[config.mk]
export PLATFORM = sky130hd
export DESIGN_NAME = mim_irq_top
export DESIGN_NICKNAME = d
export VERILOG_FILES = /design/src/mim_pkg.sv /design/src/mim_irq_top.sv /design/src/mim_bit_bank.sv
export SDC_FILE = /design/constraint.sdc
export NUM_CORES = 1
export LEC_CHECK = 0
export BUFFER_PORTS_ARGS = -buffer_cell sky130_fd_sc_hd__buf_4
export CAP_MARGIN = 20
export CORE_AREA = 2 2 78 62
export DETAILED_ROUTE_END_ITERATION = 8
export DIE_AREA = 0 0 80 64
export GPL_ROUTABILITY_DRIVEN = 0
export GPL_TIMING_DRIVEN = 0
export PLACE_DENSITY = 0.84
export REMOVE_ABC_BUFFERS = 1
export SLEW_MARGIN = 5
export SYNTH_ARGS = -nofsm -noshare
export SYNTH_HDL_FRONTEND = slang
export SYNTH_HIERARCHICAL = 1
export SYNTH_SLANG_ARGS = --single-unit
[constraint.sdc]
create_clock -name sys_clk_in -period 1.7 [get_ports sys_clk_in]
set_clock_uncertainty 0.05 [all_clocks]
set_input_delay 0.34 -clock sys_clk_in [delete_from_list [all_inputs] [get_ports sys_clk_in]]
set_output_delay 0.34 -clock sys_clk_in [all_outputs]
set_load 0.02 [all_outputs]
[src/mim_pkg.sv]
// Purpose: constants and carrier types for the mac interrupt mask block
// Assumes: apb slave with 32-bit data, one 50 MHz clock
// Notes:   addresses are byte addresses, each register one aligned word
//
// Summary of operation
// RL1: writing 1 to disable bit clears enable
// RL2: writing 0 to disable bit changes nothing
// RL3: disable register reads enables, reset zero
// RL4: reserved bits read zero, writes ignored
// RL5: read-only vector shows all pending interrupts
// RL6: one vector read reveals every source
// RL7: enable-set register sets same shared enable
// RL8: vector bit 31 user, 30 link
// RL9: vector bit 17 host error, 16 statistics
// RL10: bits 15..8 receive, 7..0 transmit channels
// RL11: output gated by enable, raw flag kept
package mim_pkg;

    localparam int MIM_CHANNELS = 8;
    localparam int MIM_ADDR_W   = 8;

    // register byte addresses
    localparam logic [7:0] MIM_ADDR_TX_EN   = 8'h00;
    localparam logic [7:0] MIM_ADDR_TX_DIS  = 8'h04;
    localparam logic [7:0] MIM_ADDR_VECTOR  = 8'h08;
    localparam logic [7:0] MIM_ADDR_TX_STAT = 8'h0c;

    // combined vector field positions
    localparam int MIM_VEC_USER_BIT = 31;
    localparam int MIM_VEC_LINK_BIT = 30;
    localparam int MIM_VEC_HOST_BIT = 17;
    localparam int MIM_VEC_STAT_BIT = 16;
    localparam int MIM_VEC_RX_LSB   = 8;
    localparam int MIM_VEC_TX_LSB   = 0;

    // reset values
    localparam logic [7:0]  MIM_EN_RST     = 8'h00;
    localparam logic [7:0]  MIM_FLAG_RST   = 8'h00;
    localparam logic [31:0] MIM_PRDATA_RST = 32'h0000_0000;

    // apb request from the master
    typedef struct packed {
        logic                  psel;
        logic                  penable;
        logic                  pwrite;
        logic [MIM_ADDR_W-1:0] paddr;
        logic [31:0]           pwdata;
    } mim_apb_req_type;

    // pending levels from the other interrupt sources
    typedef struct packed {
        logic                    user_access_irq;
        logic                    link_change_irq;
        logic                    host_error_pending;
        logic                    statistics_pending;
        logic [MIM_CHANNELS-1:0] receive_channel_pending;
    } mim_src_type;

    // registered state of the top module
    typedef struct packed {
        logic [31:0] prdata;
        logic        pready;
        logic        pslverr;
        logic        irq;
    } mim_state_type;

    // registered state of one bit bank
    typedef struct packed {
        logic [MIM_CHANNELS-1:0] bits;
    } mim_bank_type;

    localparam mim_state_type MIM_STATE_RST = '{
        prdata:  MIM_PRDATA_RST,
        pready:  1'b0,
        pslverr: 1'b0,
        irq:     1'b0
    };

endpackage

[src/mim_irq_top.sv]
// Purpose: transmit interrupt enables and combined pending vector
// Assumes: apb master holds request until pready; sources on sys clock
// Notes:   one wait-free answer; read data sampled in the setup cycle
`timescale 1ns/1ps
`default_nettype none
module mim_irq_top
    import mim_pkg::*;
(
    input  wire logic                    sys_clk_in,
    input  wire logic                    rst_b_in,
    input  wire mim_apb_req_type         apb_req_in,
    input  wire logic [MIM_CHANNELS-1:0] tx_event_in,
    input  wire mim_src_type             src_in,
    output logic      [31:0]             prdata_out,
    output logic                         pready_out,
    output logic                         pslverr_out,
    output logic                         irq_out
);

    mim_state_type           state_r;
    mim_state_type           state_nxt;
    logic [MIM_CHANNELS-1:0] enable;
    logic [MIM_CHANNELS-1:0] flags;
    logic [MIM_CHANNELS-1:0] en_set;
    logic [MIM_CHANNELS-1:0] en_clr;
    logic [MIM_CHANNELS-1:0] flag_clr;
    logic [MIM_CHANNELS-1:0] wdata_ch;
    logic [31:0]             vector;
    logic [31:0]             rdata;
    logic                    setup;
    logic                    access;
    logic                    hit_en;
    logic                    hit_dis;
    logic                    hit_vec;
    logic                    hit_stat;
    logic                    hit_any;
    logic                    wr_en;
    logic                    wr_dis;
    logic                    wr_stat;

    // apb phases; access only counts on the edge where pready is high
    assign setup  = apb_req_in.psel & ~apb_req_in.penable;
    assign access = apb_req_in.psel & apb_req_in.penable & state_r.pready;

    // address decode, full byte address so misaligned is unmapped
    assign hit_en   = (apb_req_in.paddr == MIM_ADDR_TX_EN);
    assign hit_dis  = (apb_req_in.paddr == MIM_ADDR_TX_DIS);
    assign hit_vec  = (apb_req_in.paddr == MIM_ADDR_VECTOR);
    assign hit_stat = (apb_req_in.paddr == MIM_ADDR_TX_STAT);
    assign hit_any  = hit_en | hit_dis | hit_vec | hit_stat;

    // write strobes; writes to the vector are silently dropped
    assign wr_en    = access & apb_req_in.pwrite & hit_en;
    assign wr_dis   = access & apb_req_in.pwrite & hit_dis;
    assign wr_stat  = access & apb_req_in.pwrite & hit_stat;
    assign wdata_ch = apb_req_in.pwdata[MIM_CHANNELS-1:0]; // see RL4

    // set and clear act on one shared enable per channel
    assign en_set   = wr_en  ? wdata_ch : '0;           // see RL7
    assign en_clr   = wr_dis ? wdata_ch : '0;           // see RL1 see RL2
    assign flag_clr = wr_stat ? wdata_ch : '0;

    // shared transmit enables, zero after reset
    mim_bit_bank #(
        .RESET_VAL (MIM_EN_RST)
    ) u_enable (
        .sys_clk_in (sys_clk_in),
        .rst_b_in   (rst_b_in),
        .set_in     (en_set),
        .clr_in     (en_clr),
        .bits_out   (enable)
    );

    // raw sticky transmit flags, kept even while disabled
    mim_bit_bank #(
        .RESET_VAL (MIM_FLAG_RST)
    ) u_flags (
        .sys_clk_in (sys_clk_in),
        .rst_b_in   (rst_b_in),
        .set_in     (tx_event_in),                      // see RL11
        .clr_in     (flag_clr),
        .bits_out   (flags)
    );

    // combined vector, every source in one word
    always_comb begin
        vector                   = '0;                  // see RL4
        vector[MIM_VEC_USER_BIT] = src_in.user_access_irq;  // see RL8
        vector[MIM_VEC_LINK_BIT] = src_in.link_change_irq;
        vector[MIM_VEC_HOST_BIT] = src_in.host_error_pending; // see RL9
        vector[MIM_VEC_STAT_BIT] = src_in.statistics_pending;
        vector[MIM_VEC_RX_LSB +: MIM_CHANNELS] =
            src_in.receive_channel_pending;             // see RL10
        vector[MIM_VEC_TX_LSB +: MIM_CHANNELS] =
            flags & enable;                             // see RL5 see RL6
    end

    // read mux; narrow registers zero-extended
    always_comb begin
        rdata = '0;
        if (hit_en || hit_dis) begin
            rdata[MIM_CHANNELS-1:0] = enable;           // see RL3
        end else if (hit_vec) begin
            rdata = vector;
        end else if (hit_stat) begin
            rdata[MIM_CHANNELS-1:0] = flags;
        end
    end

    // next state; ready is raised in setup so access ends at once
    always_comb begin
        state_nxt         = state_r;
        state_nxt.pready  = setup;
        state_nxt.pslverr = setup & ~hit_any;
        if (setup && !apb_req_in.pwrite) begin
            state_nxt.prdata = rdata;
        end
        // registered from banks, one cycle behind the flags
        state_nxt.irq = |(flags & enable);              // see RL11
    end

    // synchronous active-low reset
    always_ff @(posedge sys_clk_in) begin
        if (!rst_b_in) begin
            state_r <= MIM_STATE_RST;
        end else begin
            state_r <= state_nxt;
        end
    end

    assign prdata_out  = state_r.prdata;
    assign pready_out  = state_r.pready;
    assign pslverr_out = state_r.pslverr;
    assign irq_out     = state_r.irq;
endmodule
`default_nettype wire

[src/mim_bit_bank.sv]
// Purpose: bank of per-channel set/clear bits
// Assumes: set and clear come from logic on the same clock
// Notes:   set wins over clear in the same cycle
`timescale 1ns/1ps
`default_nettype none
module mim_bit_bank
    import mim_pkg::*;
#(
    parameter logic [MIM_CHANNELS-1:0] RESET_VAL = MIM_FLAG_RST
) (
    input  wire logic                    sys_clk_in,
    input  wire logic                    rst_b_in,
    input  wire logic [MIM_CHANNELS-1:0] set_in,
    input  wire logic [MIM_CHANNELS-1:0] clr_in,
    output logic      [MIM_CHANNELS-1:0] bits_out
);

    mim_bank_type            bank_r;
    mim_bank_type            bank_nxt;
    logic [MIM_CHANNELS-1:0] bit_nxt;

    // per bit: an arriving set is never lost to a clear
    genvar gi;
    generate
        for (gi = 0; gi < MIM_CHANNELS; gi++) begin : g_bit
            assign bit_nxt[gi] = set_in[gi] | (bank_r.bits[gi] & ~clr_in[gi]);
        end
    endgenerate

    // copy of state
    always_comb begin
        bank_nxt      = bank_r;
        bank_nxt.bits = bit_nxt;
    end

    // synchronous reset
    always_ff @(posedge sys_clk_in) begin
        if (!rst_b_in) begin
            bank_r.bits <= RESET_VAL;
        end else begin
            bank_r <= bank_nxt;
        end
    end

    assign bits_out = bank_r.bits;
endmodule
`default_nettype wire

==> results.cfg, run 1 <==
[pwr]
powerDensity_nw_per_um2 = 751
leakagePower_nw = 1.05
total_power_mw = 1.83
irDropWorstVdd_mv = 0.369

[layout]
multi_input_comb_area_um2 = 992
fill_cells = 391
finalNonFillerCells = 286
syn_to_final_growth_pct = 28.4
layout-drive-gt1-share_pct = 45.0
diodes = 0
layout.nets = 293
seq_area_um2 = 781

[drt]
drt-total-wl_um = 4060
firstDrtPassIters = 4
drc_errors = 0
drt-vias-per-instance = 5.20
routedWlPerCell_um = 14.2
num_vias = 1487
ant_nets = 0
initialDrtViolationCount = 54

[floorplan]
start_util_pct = 44.0
die_h_um = 64
fp-row-count = 21
ios = 100
die_area_um2 = 5120
fp.dieW_um = 80
core-area_um2 = 4310

[worst_setup_path]
cp_data_arrival_time_ps = 1620
cp_max_fo = 16
max_stage_delay_ps = 620
cp_data_required_time_ps = 1840
path_class = in2reg
endpoint_kind = flip-flop
cp-start-kind = primary input
cpMaxStageDelayCell = and2_0
crit_chain = buf_4 > and2_0 > and4_1 > nor2b_4 > o21a_1

[synthesis]
ys.flop_type = dfxtp_1
syn_inst = 168
ys_seq_area_share_pct = 41.2
synth_area_leaders = dfxtp_1 (41%), nor2b_4 (12%), and4_1 (12%)
syn_area_um2 = 1900
synth_cell_type_count = 25
synth-edff-count = 0
synth_most_common_cell = dfxtp_1
yosys_warnings = 6
async_reset_ff_share_pct = 0
synth_seq_cells = 39
synthTopCellsByCount = dfxtp_1 (39), and4_1 (25), nor2b_4 (16), o21a_1 (16), buf_4 (14)
postSynthAreaPerCell_um2 = 11.3
synth_top_area_cell = dfxtp_1
synth_top_area_share_pct = 41.2

[place]
numPortBuffers = 63
dp_cells = 278
dp_hpwl_um = 2970

[clocking]
cts_root_buffer = clkbuf_8
cts_tree = yes
hold_buffers = 0
cts_buffers = 5
cts.sinks = 39
clk_pin_slew_ps = 70
htreeDepth = 2
clk_latency_ps = 290
ctsLongestPathBuffers = 2

[timing]
setup_violations = 0
tns_ps = 0
max_freq_ghz = 0.676
hold_viol = 0
finalCritPeriodShare_pct = 87.0
slew_headroom_pct = 48.1
min_period_ps = 1480
tightest_slew_ps = 778
drv_slew = 0
rsz0062_at_grt = no

[grt]
grt_first_pass_wirelength_um = 6480
grt_pass1_vias = 1377
grt_max_degree = 26
grt_overflow = 0
antenna_found_initial = 0
grt_use_total_pct = 16.2

[run_status]
outcome = finished clean

[job]
drv_cap = 0

[min_path]
hp-class = in2reg
-- routing by layer --
| layer | vias up | GRT usage (%) | part of all wire, % |
|---|---|---|---|
| met3 | 7 | 3.53 | 6.0 |
| met2 | 37 | 25.5 | 48 |
| met5 | - | 0 | 0 |
| li1 | 740 | - | - |
| met1 | 703 | 21.1 | 45 |
| met4 | 0 | 7.63 | 1.5 |
-- what timing repair did --
item | 4_1_cts | 5_1_grt
gates resized for setup | 0 | 1
endpoints found under the setup margin | 0 | 16
buffers inserted | 0 | 0
-- worst max-delay path: cells and delay by family --
family,cells,cell delay [ps]
AND/OR/NAND/NOR,3,1020
AO/OA/AOI/OAI,1,150
buffers and inverters,1,100
-- layout by cell type (no fill, tap or decap) --
| master | netlist | layout |
|---|---|---|
| buf_4 | 14 | 64 |
| dfxtp_1 | 39 | 39 |
| and4_1 | 25 | 24 |
| nor2b_4 | 16 | 16 |
| o21a_1 | 16 | 16 |
| conb_1 | 1 | 12 |
| a22o_2 | 10 | 10 |
| o22ai_1 | 8 | 8 |
| o2bb2ai_1 | 8 | 8 |
| clkbuf_8 | 0 | 7 |
| a22oi_1 | 4 | 4 |
| nor2_1 | 3 | 3 |
| nor2b_1 | 3 | 3 |
| inv_1 | 2 | 2 |
| nor3b_1 | 2 | 2 |
| a22o_1 | 2 | 2 |
| nor4_4 | 1 | 1 |
| and2_4 | 1 | 1 |
| and4_2 | 0 | 1 |
| and2_0 | 1 | 1 |
| and4bb_2 | 1 | 1 |
| and4_4 | 1 | 1 |
| nand3_1 | 1 | 1 |
| a41oi_1 | 1 | 1 |
| clkinvlp_4 | 0 | 1 |
-- worst paths after layout --
check                                   end                  startpoint  slack [ps]  cells past startpoint
min                   pready_out$_SDFF_PN0_              apb_req_in[41]         190                      2
max          u_flags/bits_out[6]$_SDFF_PN0_              apb_req_in[35]         220                      5
min reg2reg      prdata_out[7]$_SDFFE_PN0P_  prdata_out[7]$_SDFFE_PN0P_         420                      1
max reg2reg  u_flags/bits_out[6]$_SDFF_PN0_       pready_out$_SDFF_PN0_         260                      4
-- kinds of logic after synthesis --
family	after synthesis	synth area share (%)
AO/OA/AOI/OAI	49	20.9
flip-flops	39	41.2
AND/OR/NAND/NOR	55	29.0
buffers and inverters	24	8.77
other	1	0.198
-- cell type report --
cell class                      instances  share of cell area (%)
Inverter                                2                   0.308
Clock inverter                          1                   0.308
Clock buffer                            7                    3.95
Tap cell                               57                    2.93
Multi-Input combinational cell        116                    40.7
Timing Repair Buffer                   64                    19.7
Sequential cell                        39                    32.0
-- sequential cells by signal (all words and copies together), names as in the netlist --
name               count
irq_out                1
prdata_out            20
pready_out             1
pslverr_out            1
u_enable/bits_out      8
u_flags/bits_out       8
-- per-stage QoR --
step	area [um2]	util [%]	setup slack [ps]	hold slack, ps
final	2440	56.5	221	185
after global routing	2440	56.5	156	183
after CTS	2430	56.5	101	179
after detailed placement	2330	54.1	-101	398
after global placement	2320	53.9	-430	396
after floorplan	1780	-	190	373
-- report_power, final --
group / internal [mW] / switching [mW] / leakage [nW]
Clock: 0.369 / 0.326 / 0.0505
Combinational: 0.101 / 0.0940 / 0.679
Sequential: 0.929 / 0.0116 / 0.317
Total: 1.40 / 0.432 / 1.05
Note: power is estimated with default switching activity, not from simulation.
==> inputs of run 2 (changes only) <==
Settings changed: SETUP_SLACK_MARGIN from default to 0.3.
==> run 2 against run 1 <==
  * Sequential power hardly changed
  * Via count grew 2.4%
  * Largest cell class unchanged
  * Fmax grew 6.3%
  * Largest power group unchanged
  * First-iteration DRC count is 11% higher
  * Critical path type unchanged
  * Count of clock-buffer cells in the layout stayed put
  * Register-to-register slack better by 90 ps
  * Critical path depth increased by 2
  * Final cell count increased by 2.1%
  * Combinational power increased by 4%
  * Sequential share of layout area fell by 0.66 points
  * Sequential cell count stayed put
  * Power up 0.87%
==> results.cfg, run 2 (synthesis gave the netlist of run 1 again) <==
[run_status]
outcome = finished clean

[pwr]
pwr-share-seq_pct = 50.9
irDropWorstVdd_mv = 0.372
switching_power_mw = 0.445
combinationalPowerShare_pct = 10.9
leakagePower_nw = 1.08
swShare_pct = 24.1
clkPwrFrac_pct = 38.1
power.internal_mw = 1.40
powerDensity_nw_per_um2 = 742

[layout]
final_cell_area_um2 = 2490
seq_area_um2 = 781
largest_reg_flops = 20
fill_cells = 383
diodes = 0
multi_input_comb_area_um2 = 1010
layout.nets = 299
final_common_cell = buf_4
mostFrequentLayoutCells = buf_4 (68), dfxtp_1 (39), and4_1 (24)
layout-drive-gt1-share_pct = 46.8
syn_to_final_growth_pct = 31.1
finalNonFillerCells = 292

[drt]
drc_errors = 0
routedWlPerCell_um = 15.0
drt-total-wl_um = 4390
drt-vias-per-instance = 5.22
ant_nets = 0
firstDrtPassIters = 4
num_vias = 1523
initialDrtViolationCount = 60

[worst_setup_path]
crit_chain = buf_4 > nor4_4 > buf_4 > and2_4 > and4_1 > nor2b_4 > o21a_1
cp_data_arrival_time_ps = 1540
endpoint_kind = flip-flop
max_stage_delay_ps = 250
crit_buf_inv = 2
cp-start-kind = primary input
cp_data_required_time_ps = 1850
crit_top_cell = buf_4
cp_top_family = simple AND/OR/NAND/NOR gates
path_class = in2reg
cpMaxStageDelayCell = nor4_4
cp_max_fo = 7

[floorplan]
core-area_um2 = 4310
die_h_um = 64
fp.dieW_um = 80
die_area_um2 = 5120
ios = 100
fp-row-count = 21
start_util_pct = 44.0

[place]
dp_hpwl_um = 2970
numPortBuffers = 63
placed_area_um2 = 2330
dp_cells = 278

[clocking]
cts_root_buffer = clkbuf_8
cts_buffers = 5
htreeDepth = 2
cts.sinks = 39
clk_latency_ps = 300
cts_tree = yes
clk_pin_slew_ps = 80
ctsLongestPathBuffers = 2
hold_buffers = 0

[job]
drv_cap = 0

[grt]
grt_pass1_vias = 1412
grt_overflow = 0
antenna_found_initial = 0
grt_max_degree = 25
grt_use_total_pct = 17.0
grt_first_pass_wirelength_um = 6750

[timing]
hold_viol = 0
max_freq_ghz = 0.718
rsz0062_at_grt = yes
drv_slew = 0
min_period_ps = 1390
setup_violations = 0
slew_headroom_pct = 63.4
tightest_slew_ps = 550
tns_ps = 0
finalCritPeriodShare_pct = 81.9

[min_path]
hp-class = in2reg
==> run 2: stage by stage <==
stage	worst slack (ps)	power, mW	hold WS [ps]	utilization [%]
4_1_cts	274	1.85	182	57.3
5_1_grt	294	1.92	185	57.7
6_report	308	1.85	189	57.7
3_5_place_dp	-101	1.16	398	54.1
3_3_place_gp	-430	1.15	396	53.9
2_1_floorplan	190	1.05	373	-
==> run 2: layout make-up <==
class | count | share of cell area [%]
inverters | 2 | 0.302
multi-input cells | 118 | 40.7
clock inverters | 1 | 0.302
clock buffers | 7 | 3.87
repair buffers | 68 | 20.5
flip-flops and latches | 39 | 31.4
well taps | 57 | 2.87
==> run 2: path summary, 6_finish.rpt <==
path | depth (start not counted) | startpoint | to | slack, ps
worst max-delay path | 7 | apb_req_in[32] | u_enable/bits_out[5]$_SDFF_PN0_ | 310
worst min-delay path | 2 | apb_req_in[41] | pready_out$_SDFF_PN0_ | 190
worst max register to register | 4 | pready_out$_SDFF_PN0_ | u_enable/bits_out[5]$_SDFF_PN0_ | 350
worst min register to register | 1 | prdata_out[7]$_SDFFE_PN0P_ | prdata_out[7]$_SDFFE_PN0P_ | 420
==> run 2: repair_timing <==
| action | CTS | global route |
|---|---|---|
| endpoints found under the setup margin | 16 | 27 |
| gates cloned | 1 | 1 |
| pin swaps | 1 | 1 |
| hold endpoints to repair | 0 | 0 |
| resized for setup | 4 | 2 |
| setup buffers | 3 | 1 |
==> run 2: power groups by stage <==
stage	registers [mW]	clock network [mW]	logic [mW]
3_3_place_gp	0.961	0	0.190
5_1_grt	0.942	0.763	0.218
2_1_floorplan	0.961	0	0.0861
4_1_cts	0.940	0.709	0.198
6_report	0.940	0.704	0.202
3_5_place_dp	0.962	0	0.195
==> run 2: metal layers <==
metal	GRT usage, %	share of wire, %	wire length, um	vias to the layer above
met3	3.53	4.6	202	7
met5	0	0	0	-
met2	27.3	48	2110	36
met1	22.0	46	2000	728
li1	-	-	-	752
met4	7.63	1.6	70	0
==> run 2: worst reg2reg max path: cells and delay by family, from the launching register on <==
kind | cells | cell delay, ps
AO/OA/AOI/OAI | 1 | 170
flip-flops | 1 | 340
AND/OR/NAND/NOR | 3 | 690
